$ cat src/tsp_regs.svh
// Register offsets, field positions, reset values and line constants of the serial port.
`ifndef TSP_REGS_SVH
`define TSP_REGS_SVH
// ****************************************
// Register byte offsets
// ****************************************
`define TSP_CTRL_OFS 12'h000
`define TSP_RATE_OFS 12'h004
`define TSP_TXDATA_OFS 12'h008
`define TSP_RXDATA_OFS 12'h00c
`define TSP_STATUS_OFS 12'h010
// ****************************************
// Control register fields
// ****************************************
`define TSP_CTRL_DATA8 0
`define TSP_CTRL_BIT8VAL 1
`define TSP_CTRL_CHKEN 2
`define TSP_CTRL_ODD 3
`define TSP_CTRL_STOP2 4
`define TSP_CTRL_HALF 5
`define TSP_CTRL_LOCAL 6
`define TSP_CTRL_FDXMDM 7
`define TSP_CTRL_HDXMDM 8
`define TSP_CTRL_CODE 9
`define TSP_CTRL_ETX 10
`define TSP_CTRL_EOT 11
`define TSP_CTRL_W 12
`define TSP_CTRL_RST 12'h000
// ****************************************
// Status register fields
// ****************************************
`define TSP_ST_RXVALID 0
`define TSP_ST_PARERR 1
`define TSP_ST_FRMERR 2
`define TSP_ST_TXPEND 3
`define TSP_ST_TXBUSY 4
`define TSP_ST_OWN 5
`define TSP_ST_RTS 6
// ****************************************
// Rates, reset value and codes
// ****************************************
`define TSP_RATE_N 11
`define TSP_RATE_RST 11'h008
`define TSP_CLK_HZ 100000000
`define TSP_BAUD_LIST {32'd19200, 32'd9600, 32'd4800, 32'd2400, 32'd1800, 32'd1200, \
   32'd600, 32'd300, 32'd150, 32'd110, 32'd75}
`define TSP_ETX 8'h03
`define TSP_EOT 8'h04
`endif

$ cat src/tsp_pkg.sv
// Types shared by the serial port design and its bench.
package tsp_pkg;
   typedef logic [11:0] tsp_addr_t;
   typedef logic [31:0] tsp_word_t;
   typedef enum logic [1:0] {
      TSP_TX_IDLE = 2'b01,
      TSP_TX_SHIFT = 2'b10
   } tsp_tx_state_t;
   typedef enum logic [2:0] {
      TSP_RX_IDLE = 3'b001,
      TSP_RX_START = 3'b010,
      TSP_RX_BITS = 3'b100
   } tsp_rx_state_t;
endpackage

$ cat src/tsp_serial_port.sv
// Asynchronous serial port with APB configuration, turnaround and local echo.
//
// The APB interface to the registers and the placing of the registers were decided locally.
`timescale 1ns/1ps
`include "tsp_regs.svh"
// How it works
// - Data width setting selects seven or eight data bits per character.
// - In eight-bit mode bit eight of each sent character is forced to the set value.
// - With check bit enabled a parity bit follows the data word.
// - With check bit off the first stop bit follows the data directly.
// - Parity sense selects odd or even, only when check bit enabled.
// - Stop count setting appends one or two stop bits.
// - One rate setting drives both transmit and receive timing.
// - Direct connect raises request-to-send for each character only.
// - Full-duplex modem holds request-to-send high continuously.
// - No connection method selected keeps request-to-send low.
// - Half-duplex modem mode turns the line around between directions.
// - Turnaround method applies only in half-duplex modem mode; secondary uses side channel.
// - Code turnaround flips direction on the ETX or EOT character.
// - Half duplex loops each sent character back into the receiver, except when a received character completes in the same cycle.
// - Full duplex never loops sent characters back.
// - Each frame starts with one start bit; nine to twelve bits total.
// - Eleven rates from 75 to 19200 baud are selectable.
module tsp_serial_port #(
   parameter int CLK_HZ = `TSP_CLK_HZ
) (
   // Clock, reset, enable
   input wire logic clk_sys_in,
   input wire logic rst_n_in,
   input wire logic ce_in,
   // APB slave
   input wire logic psel_in,
   input wire logic penable_in,
   input wire logic pwrite_in,
   input wire tsp_pkg::tsp_addr_t paddr_in,
   input wire tsp_pkg::tsp_word_t pwdata_in,
   output tsp_pkg::tsp_word_t prdata_out,
   output logic pready_out,
   output logic pslverr_out,
   // Serial line and modem control
   input wire logic rxd_in,
   input wire logic sec_rx_in,
   output logic txd_out,
   output logic rts_out,
   output logic sec_tx_out
);
   import tsp_pkg::*;
   // ****************************************
   // Functions
   // ****************************************
   localparam logic [32*`TSP_RATE_N-1:0] BAUDS = `TSP_BAUD_LIST;
   // Bit period in clocks; a rate word with several bits set uses the highest bit set, and a word with no bit set gives 75 baud.
   function automatic logic [31:0] bit_clks(input logic [`TSP_RATE_N-1:0] sel);
      logic [31:0] d;
      d = 32'(CLK_HZ / 75);
      for (int i = 0; i < `TSP_RATE_N; i++) begin
         if (sel[i]) begin
            d = 32'(CLK_HZ / int'(BAUDS[32*i +: 32]));
         end
      end
      return d;
   endfunction

   // Data bits after the 7-bit base, with forced bit eight in the top position.
   function automatic logic [7:0] word_of(input logic [7:0] d, input logic [11:0] c);
      return {c[`TSP_CTRL_DATA8] & c[`TSP_CTRL_BIT8VAL], d[6:0]};
   endfunction

   function automatic logic par_of(input logic [7:0] w, input logic [11:0] c);
      return (^w) ^ c[`TSP_CTRL_ODD];
   endfunction

   // Frame length without the second stop bit.
   function automatic logic [3:0] frame_len(input logic [11:0] c);
      return 4'(4'd9 + {3'd0, c[`TSP_CTRL_DATA8]} + {3'd0, c[`TSP_CTRL_CHKEN]});
   endfunction

   // ****************************************
   // Registers and APB access
   // ****************************************
   logic [`TSP_CTRL_W-1:0] ctrl;
   logic [`TSP_RATE_N-1:0] rate;
   logic [7:0] tx_hold;
   logic tx_pend;
   logic [7:0] rx_data;
   logic rx_valid;
   logic par_err;
   logic frm_err;
   logic line_own;
   logic acc;
   logic wr;
   logic rd_rx;
   logic mapped;
   logic tx_start;
   logic tx_done;
   logic rx_done;
   logic [7:0] rx_word;
   logic rx_perr;
   logic rx_ferr;
   tsp_tx_state_t tx_state;

   assign acc = psel_in & penable_in & ce_in;
   assign wr = acc & pwrite_in;
   assign rd_rx = acc & ~pwrite_in & (paddr_in == `TSP_RXDATA_OFS);
   assign mapped = (paddr_in == `TSP_CTRL_OFS) | (paddr_in == `TSP_RATE_OFS) |
                   (paddr_in == `TSP_TXDATA_OFS) | (paddr_in == `TSP_RXDATA_OFS) |
                   (paddr_in == `TSP_STATUS_OFS);
   assign pready_out = acc;
   assign pslverr_out = acc & ~mapped;
   always_comb begin
      prdata_out = 32'h0000_0000;
      unique case (paddr_in)
         `TSP_CTRL_OFS: prdata_out = {20'h00000, ctrl};
         `TSP_RATE_OFS: prdata_out = {21'h000000, rate};
         `TSP_TXDATA_OFS: prdata_out = {24'h000000, tx_hold};
         `TSP_RXDATA_OFS: prdata_out = {24'h000000, rx_data};
         `TSP_STATUS_OFS: prdata_out = {25'h0000000, rts_out, line_own,
                                        tx_state == TSP_TX_SHIFT, tx_pend,
                                        frm_err, par_err, rx_valid};
         default: prdata_out = 32'h0000_0000;
      endcase
   end

   always_ff @(posedge clk_sys_in or negedge rst_n_in) begin
      if (!rst_n_in) begin
         ctrl <= `TSP_CTRL_RST;
         rate <= `TSP_RATE_RST;
      end else if (wr && paddr_in == `TSP_CTRL_OFS) begin
         ctrl <= pwdata_in[`TSP_CTRL_W-1:0];
      end else if (wr && paddr_in == `TSP_RATE_OFS) begin
         rate <= pwdata_in[`TSP_RATE_N-1:0];
      end
   end
   // A write while a character is still pending is dropped; poll the pending bit first.
   always_ff @(posedge clk_sys_in or negedge rst_n_in) begin
      if (!rst_n_in) begin
         tx_hold <= 8'h00;
         tx_pend <= 1'b0;
      end else if (ce_in) begin
         if (tx_start) begin
            tx_pend <= 1'b0;
         end else if (wr && paddr_in == `TSP_TXDATA_OFS && !tx_pend) begin
            tx_hold <= pwdata_in[7:0];
            tx_pend <= 1'b1;
         end
      end
   end

   // ****************************************
   // Line direction
   // ****************************************
   logic sec_m;
   logic sec_s;
   logic hdx_mdm;
   logic [7:0] tx_char;
   logic turn_tx;
   logic turn_rx;

   assign hdx_mdm = ctrl[`TSP_CTRL_HDXMDM];
   always_ff @(posedge clk_sys_in or negedge rst_n_in) begin
      if (!rst_n_in) begin
         sec_m <= 1'b0;
         sec_s <= 1'b0;
      end else if (ce_in) begin
         sec_m <= sec_rx_in;
         sec_s <= sec_m;
      end
   end

   assign turn_tx = (ctrl[`TSP_CTRL_ETX] && tx_char[6:0] == `TSP_ETX) ||
                    (ctrl[`TSP_CTRL_EOT] && tx_char[6:0] == `TSP_EOT);
   assign turn_rx = (ctrl[`TSP_CTRL_ETX] && rx_word[6:0] == `TSP_ETX) ||
                    (ctrl[`TSP_CTRL_EOT] && rx_word[6:0] == `TSP_EOT);
   // Outside half-duplex modem mode the terminal always owns the line.
   always_ff @(posedge clk_sys_in or negedge rst_n_in) begin
      if (!rst_n_in) begin
         line_own <= 1'b1;
      end else if (ce_in) begin
         if (!hdx_mdm) begin
            line_own <= 1'b1;
         end else if (!ctrl[`TSP_CTRL_CODE]) begin
            line_own <= ~sec_s;
         end else if (tx_done && turn_tx) begin
            line_own <= 1'b0;
         end else if (rx_done && turn_rx) begin
            line_own <= 1'b1;
         end
      end
   end

   always_ff @(posedge clk_sys_in or negedge rst_n_in) begin
      if (!rst_n_in) begin
         rts_out <= 1'b0;
         sec_tx_out <= 1'b0;
      end else if (ce_in) begin
         sec_tx_out <= hdx_mdm & ~ctrl[`TSP_CTRL_CODE] & ~line_own;
         if (ctrl[`TSP_CTRL_LOCAL]) begin
            rts_out <= tx_start | (tx_state == TSP_TX_SHIFT && !tx_done);
         end else if (ctrl[`TSP_CTRL_FDXMDM]) begin
            rts_out <= 1'b1;
         end else if (hdx_mdm) begin
            rts_out <= line_own;
         end else begin
            rts_out <= 1'b0;
         end
      end
   end

   // ****************************************
   // Transmitter
   // ****************************************
   logic [11:0] tx_sh;
   logic [3:0] tx_left;
   logic [31:0] tx_cnt;
   logic [31:0] div;
   logic [11:0] frame;
   logic [7:0] tw;

   assign div = bit_clks(rate);
   assign tx_start = tx_pend && tx_state == TSP_TX_IDLE && line_own;
   assign tx_done = tx_state == TSP_TX_SHIFT && tx_cnt == 32'd0 && tx_left == 4'd1;
   assign txd_out = tx_sh[0];
   always_comb begin
      tw = word_of(tx_hold, ctrl);
      frame = 12'hfff;
      frame[0] = 1'b0;
      frame[7:1] = tw[6:0];
      if (ctrl[`TSP_CTRL_DATA8]) begin
         frame[8] = tw[7];
      end
      if (ctrl[`TSP_CTRL_CHKEN]) begin
         frame[frame_len(ctrl) - 4'd2] = par_of(tw, ctrl);
      end
   end

   always_ff @(posedge clk_sys_in or negedge rst_n_in) begin
      if (!rst_n_in) begin
         tx_state <= TSP_TX_IDLE;
         tx_sh <= 12'hfff;
         tx_left <= 4'd0;
         tx_cnt <= 32'd0;
         tx_char <= 8'h00;
      end else if (ce_in) begin
         unique case (tx_state)
            TSP_TX_IDLE: begin
               if (tx_start) begin
                  tx_sh <= frame;
                  tx_char <= tw;
                  tx_left <= 4'(frame_len(ctrl) + {3'd0, ctrl[`TSP_CTRL_STOP2]});
                  tx_cnt <= div - 32'd1;
                  tx_state <= TSP_TX_SHIFT;
               end
            end
            TSP_TX_SHIFT: begin
               if (tx_cnt != 32'd0) begin
                  tx_cnt <= tx_cnt - 32'd1;
               end else begin
                  tx_sh <= {1'b1, tx_sh[11:1]};
                  tx_left <= tx_left - 4'd1;
                  tx_cnt <= div - 32'd1;
                  if (tx_left == 4'd1) begin
                     tx_state <= TSP_TX_IDLE;
                  end
               end
            end
         endcase
      end
   end

   // ****************************************
   // Receiver
   // ****************************************
   logic rx_m;
   logic rx_s;
   logic [11:0] rx_bits;
   logic [3:0] rx_idx;
   logic [31:0] rx_cnt;
   tsp_rx_state_t rx_state;
   logic [3:0] plen;

   always_ff @(posedge clk_sys_in or negedge rst_n_in) begin
      if (!rst_n_in) begin
         rx_m <= 1'b1;
         rx_s <= 1'b1;
      end else if (ce_in) begin
         rx_m <= rxd_in;
         rx_s <= rx_m;
      end
   end

   assign plen = frame_len(ctrl);
   assign rx_done = rx_state == TSP_RX_BITS && rx_cnt == 32'd0 && rx_idx == plen - 4'd1;
   always_comb begin
      rx_word = {ctrl[`TSP_CTRL_DATA8] & rx_bits[8], rx_bits[7:1]};
      rx_perr = ctrl[`TSP_CTRL_CHKEN] && (rx_bits[plen - 4'd2] != par_of(rx_word, ctrl));
      rx_ferr = ~rx_s;
   end
   // The line is sampled once at mid-bit; a start glitch shorter than half a bit is dropped, other glitches are not filtered.
   always_ff @(posedge clk_sys_in or negedge rst_n_in) begin
      if (!rst_n_in) begin
         rx_state <= TSP_RX_IDLE;
         rx_bits <= 12'h000;
         rx_idx <= 4'd0;
         rx_cnt <= 32'd0;
      end else if (ce_in) begin
         unique case (rx_state)
            TSP_RX_IDLE: begin
               if (!rx_s) begin
                  rx_cnt <= {1'b0, div[31:1]};
                  rx_state <= TSP_RX_START;
               end
            end
            TSP_RX_START: begin
               if (rx_cnt != 32'd0) begin
                  rx_cnt <= rx_cnt - 32'd1;
               end else if (!rx_s) begin
                  rx_idx <= 4'd1;
                  rx_cnt <= div - 32'd1;
                  rx_state <= TSP_RX_BITS;
               end else begin
                  rx_state <= TSP_RX_IDLE;
               end
            end
            TSP_RX_BITS: begin
               if (rx_cnt != 32'd0) begin
                  rx_cnt <= rx_cnt - 32'd1;
               end else begin
                  rx_bits[rx_idx] <= rx_s;
                  rx_idx <= rx_idx + 4'd1;
                  rx_cnt <= div - 32'd1;
                  if (rx_done) begin
                     rx_state <= TSP_RX_IDLE;
                  end
               end
            end
         endcase
      end
   end
   // A new character or echo in the cycle of an RXDATA read keeps its flags set.
   always_ff @(posedge clk_sys_in or negedge rst_n_in) begin
      if (!rst_n_in) begin
         rx_data <= 8'h00;
         rx_valid <= 1'b0;
         par_err <= 1'b0;
         frm_err <= 1'b0;
      end else if (ce_in) begin
         if (rx_done) begin
            rx_data <= rx_word;
            rx_valid <= 1'b1;
            par_err <= rx_perr;
            frm_err <= rx_ferr;
         end else if (tx_start && ctrl[`TSP_CTRL_HALF]) begin
            rx_data <= tw;
            rx_valid <= 1'b1;
            par_err <= 1'b0;
            frm_err <= 1'b0;
         end else if (rd_rx) begin
            rx_valid <= 1'b0;
            par_err <= 1'b0;
            frm_err <= 1'b0;
         end
      end
   end

endmodule

$ cat config.mk
export PLATFORM = sky130hd
export DESIGN_NAME = tsp_serial_port
export DESIGN_NICKNAME = d
export VERILOG_FILES = /design/src/tsp_pkg.sv /design/src/tsp_serial_port.sv
export VERILOG_INCLUDE_DIRS = /design/src /design/src/src
export SDC_FILE = /design/constraint.sdc
export NUM_CORES = 1
export LEC_CHECK = 0
export BUFFER_PORTS_ARGS = -buffer_cell sky130_fd_sc_hd__buf_2
export CAP_MARGIN = 20
export CORE_AREA = 2 2 222 169
export CTS_CLUSTER_DIAMETER = 120
export DETAILED_ROUTE_END_ITERATION = 7
export DIE_AREA = 0 0 224 171
export PLACE_DENSITY = 0.51
export SLEW_MARGIN = 10
export SYNTH_ARGS = -nofsm -noshare
export SYNTH_HDL_FRONTEND = slang
export SYNTH_SLANG_ARGS = --single-unit
$ cat constraint.sdc
create_clock -name clk_sys_in -period 6.1 [get_ports clk_sys_in]
set_input_delay 0.305 -clock clk_sys_in [delete_from_list [all_inputs] [get_ports clk_sys_in]]
set_output_delay 0.305 -clock clk_sys_in [all_outputs]
set_load 0.05 [all_outputs]
==> results.cfg <==
[outcome]
status = finished clean

[clocking]
clock_latency_ns = 0.45
holdBufCountCts = 1
cts_setup_buffers = 0
h-tree-depth = 4
clk_pin_slew_ns = 0.07
root_buffer = clkbuf_16
cts_made_buffers = 17
cts_buffer_depth = 2
clock_sinks = 155
tritoncts = yes
cts_resized = 0

[setup_path]
regToRegSetupSlack_ns = 2.66
cp-endpoint = rx_bits[5]$_DFFE_PN0P_
cp_slowest_cell = or3_4
path_cells = nor4_2 > nand4_1 > or3_4 > nor4_4 > nand2_1 > mux2_4
cp-startpoint = rx_cnt[14]$_DFFE_PN0P_
rr_worst_depth = 6
worstSetupEndpointType = flip-flop
cp_max_fo = 19
max_stage_delay_ns = 0.72
worstSetupPathType = reg -> reg
worst-path-buf-inv = 0
reg2reg_to = rx_bits[5]$_DFFE_PN0P_
r2r-start = rx_cnt[14]$_DFFE_PN0P_
arrival_ns = 3.77
required_ns = 6.43
crit_cells = 6
cp_top_family = simple AND/OR/NAND/NOR gates
cp-start-kind = flip-flop

[floorplanning]
design.core.area_sq_um = 36410
die_x_um = 224
io_pins = 89
initial_core_util_pct = 26.53
fp-row-count = 61
die_y_um = 171
dieArea_sq_um = 38300

[cells_and_area]
nFillCells = 3812
utilization_pct = 30.06
final_layout_size_suffix_gt1_share_pct = 16.73
area_delta_synth_final_pct = 13.35
nets = 1201
antenna_cells = 0

[routing]
final_antenna_net_count = 0
viasPerCell = 5.258
drcViolationCount = 0
num_vias = 8487
wl_per_cell_um = 17.74
drt_iter0_markers = 629
drtPass1Iterations = 5
totalWireLength_um = 28630

[timing]
rsz0062_at_grt = false
holdWs_ns = 0.08362
max_freq_mhz = 290.9
clock-skew-final_ns = 0.009169
finalCriticalPeriod_ns = 3.438
hold_violations = 0
worst_pin_slew_ns = 1.002
relSlewSlack_pct = 32.58
fin_tns_setup_ns = 0
layout_setup_ws_ns = 2.662
setup_viol = 0
drv_slew = 0
period_share_pct = 56.35

[yosys]
ys_warn_count = 0
post-synth-top-area-cell = dfrtp_1
synthAdderAreaFrac_pct = 2.591
synth.area.mux_share_pct = 7.774
synthDistinctLibCells = 75
synth-simple-area-share_pct = 21.40
synth-compound-area-share_pct = 19.27
synth.most_common_cell = dfrtp_1
synth_top_family_by_area = simple AND/OR/NAND/NOR gates
synth_cells = 1108
ys_async_sr_fraction_pct = 100.0
synth_ff_type = dfrtp_1
synthTopCellsByCount = dfrtp_1 (137), nand2_1 (124), nor2_1 (102)
synth_top_area_share_pct = 35.50
synth-xor-area-share_pct = 2.812
ys_seq_area_share_pct = 40.40
netlist_top_cells_area = dfrtp_1 (36%), mux2_2 (5.4%), o21ai_0 (5.0%)
synth_edf_count = 0
syn_area_per_cell_sq_um = 8.715
synth_area_sq_um = 9657
ys_seq_elements = 155

[worst_hold_path]
min_path_type = in -> reg

[global_routing]
grt_max_degree = 86
grt_usage_pct = 15.37
grt_overflow = 0
grt_pass1_wl_um = 46180
grt_pass1_vias = 8161
antenna_found_initial = 1

[place]
place.gp.congestion = 0.9041
place_ws_ns = 2.759
hpwl_um = 20390
port-buffer-count = 48

[pwr]
p_total_mw = 2.624
power_frac_seq_pct = 45.8
switching_power_mw = 0.7549
pwr_density_cell_nw_per_um2 = 239.7
pwr-share-comb_pct = 11.8
cellLeakagePower_nw = 4.552
power_frac_clock_pct = 42.4
internal_power_mw = 1.869
vdd_drop_max_mv = 0.1456
p_sw_share_pct = 28.77

[job]
max_cap_viol_count = 0
[metal layers]
metal | GRT usage, % | routed length [um] | vias up
met5 | 0 | 0 | -
met2 | 22.24 | 12120 | 249
met1 | 22.64 | 14390 | 4159
met4 | 5.188 | 505 | 0
li1 | - | - | 4051
met3 | 3.005 | 1609 | 28
[registers in the layout, indices dropped and copies added, names as in the netlist, 2 cells and up]
register,flops
rx_bits,9
tx_hold,8
rx_state,3
rate,11
tx_state,2
tx_sh,12
rx_cnt,32
rx_idx,4
rx_data,8
tx_char,7
ctrl,12
tx_left,4
tx_cnt,32
[cells in the final DEF (no fill, tap or decap), types with 22 or more instances in the layout]
master / netlist / final
dfrtp_1: 137 / 137
nand2_1: 124 / 124
nor2_1: 102 / 100
o21ai_0: 96 / 96
a21oi_1: 59 / 58
buf_2: 3 / 47
mux2_2: 46 / 46
inv_1: 40 / 40
nand3_1: 32 / 32
nor3_1: 33 / 31
nor4_1: 27 / 26
a31oi_1: 24 / 23
xnor2_1: 22 / 22
[power by group through the flow]
stage / logic, mW / clock network (mW) / registers (mW)
4_1_cts: 0.310 / 1.14 / 1.20
2_1_floorplan: 0.237 / 0 / 1.19
6_report: 0.309 / 1.11 / 1.20
5_1_grt: 0.349 / 1.18 / 1.22
3_5_place_dp: 0.309 / 0 / 1.22
3_3_place_gp: 0.304 / 0 / 1.22
[logic make-up after synthesis]
| family | after synthesis |
|---|---|
| adders and majority gates | 20 |
| other | 1 |
| buffers and inverters | 122 |
| DFF | 155 |
| xor gates and xnor gates | 31 |
| AOI/OAI and AO/OA | 295 |
| muxes | 66 |
| and+or+nand+nor | 418 |
[through the flow]
stage / instance area [sq um] / std cells
global placement: 10320 / 1580
floorplan: 9728 / 1127
CTS: 10930 / 1613
detailed placement: 10320 / 1580
global route: 10950 / 1614
finish: 10950 / 1614
[worst min path at each step]
stage / slack, ns / cells past startpoint / from / end
6_report: 0.08 / 2 / rxd_in / rx_m$_DFFE_PN1P_
5_1_grt: 0.08 / 2 / pwdata_in[11] / ctrl[11]$_DFFE_PN0P_
4_1_cts: 0.07 / 2 / rxd_in / rx_m$_DFFE_PN1P_
3_5_place_dp: 0.44 / 1 / rst_n_in / tx_hold[2]$_DFFE_PN0P_
3_3_place_gp: 0.43 / 1 / rst_n_in / ctrl[11]$_DFFE_PN0P_
2_1_floorplan: 0.009 / 0 / rst_n_in / ctrl[0]$_DFFE_PN0P_
[worst register-to-register path: cells and delay by family, from the launching register on]
kind / cells / cell delay, ns
DFF: 1 / 0.47
muxes: 1 / 0.30
and+or+nand+nor: 5 / 2.56
[area by class of cell]
type / count / area (sq um) / area share, %
inverter: 41 / 153.9 / 1.406
multi-input combinational: 850 / 5321 / 48.62
timing repair buffer: 64 / 376.6 / 3.441
tap: 472 / 590.6 / 5.396
sequential: 155 / 3901 / 35.64
clock inverter: 11 / 131.4 / 1.200
clock buffer: 21 / 470.5 / 4.298
No activity file was read; power rests on OpenSTA's default activity.
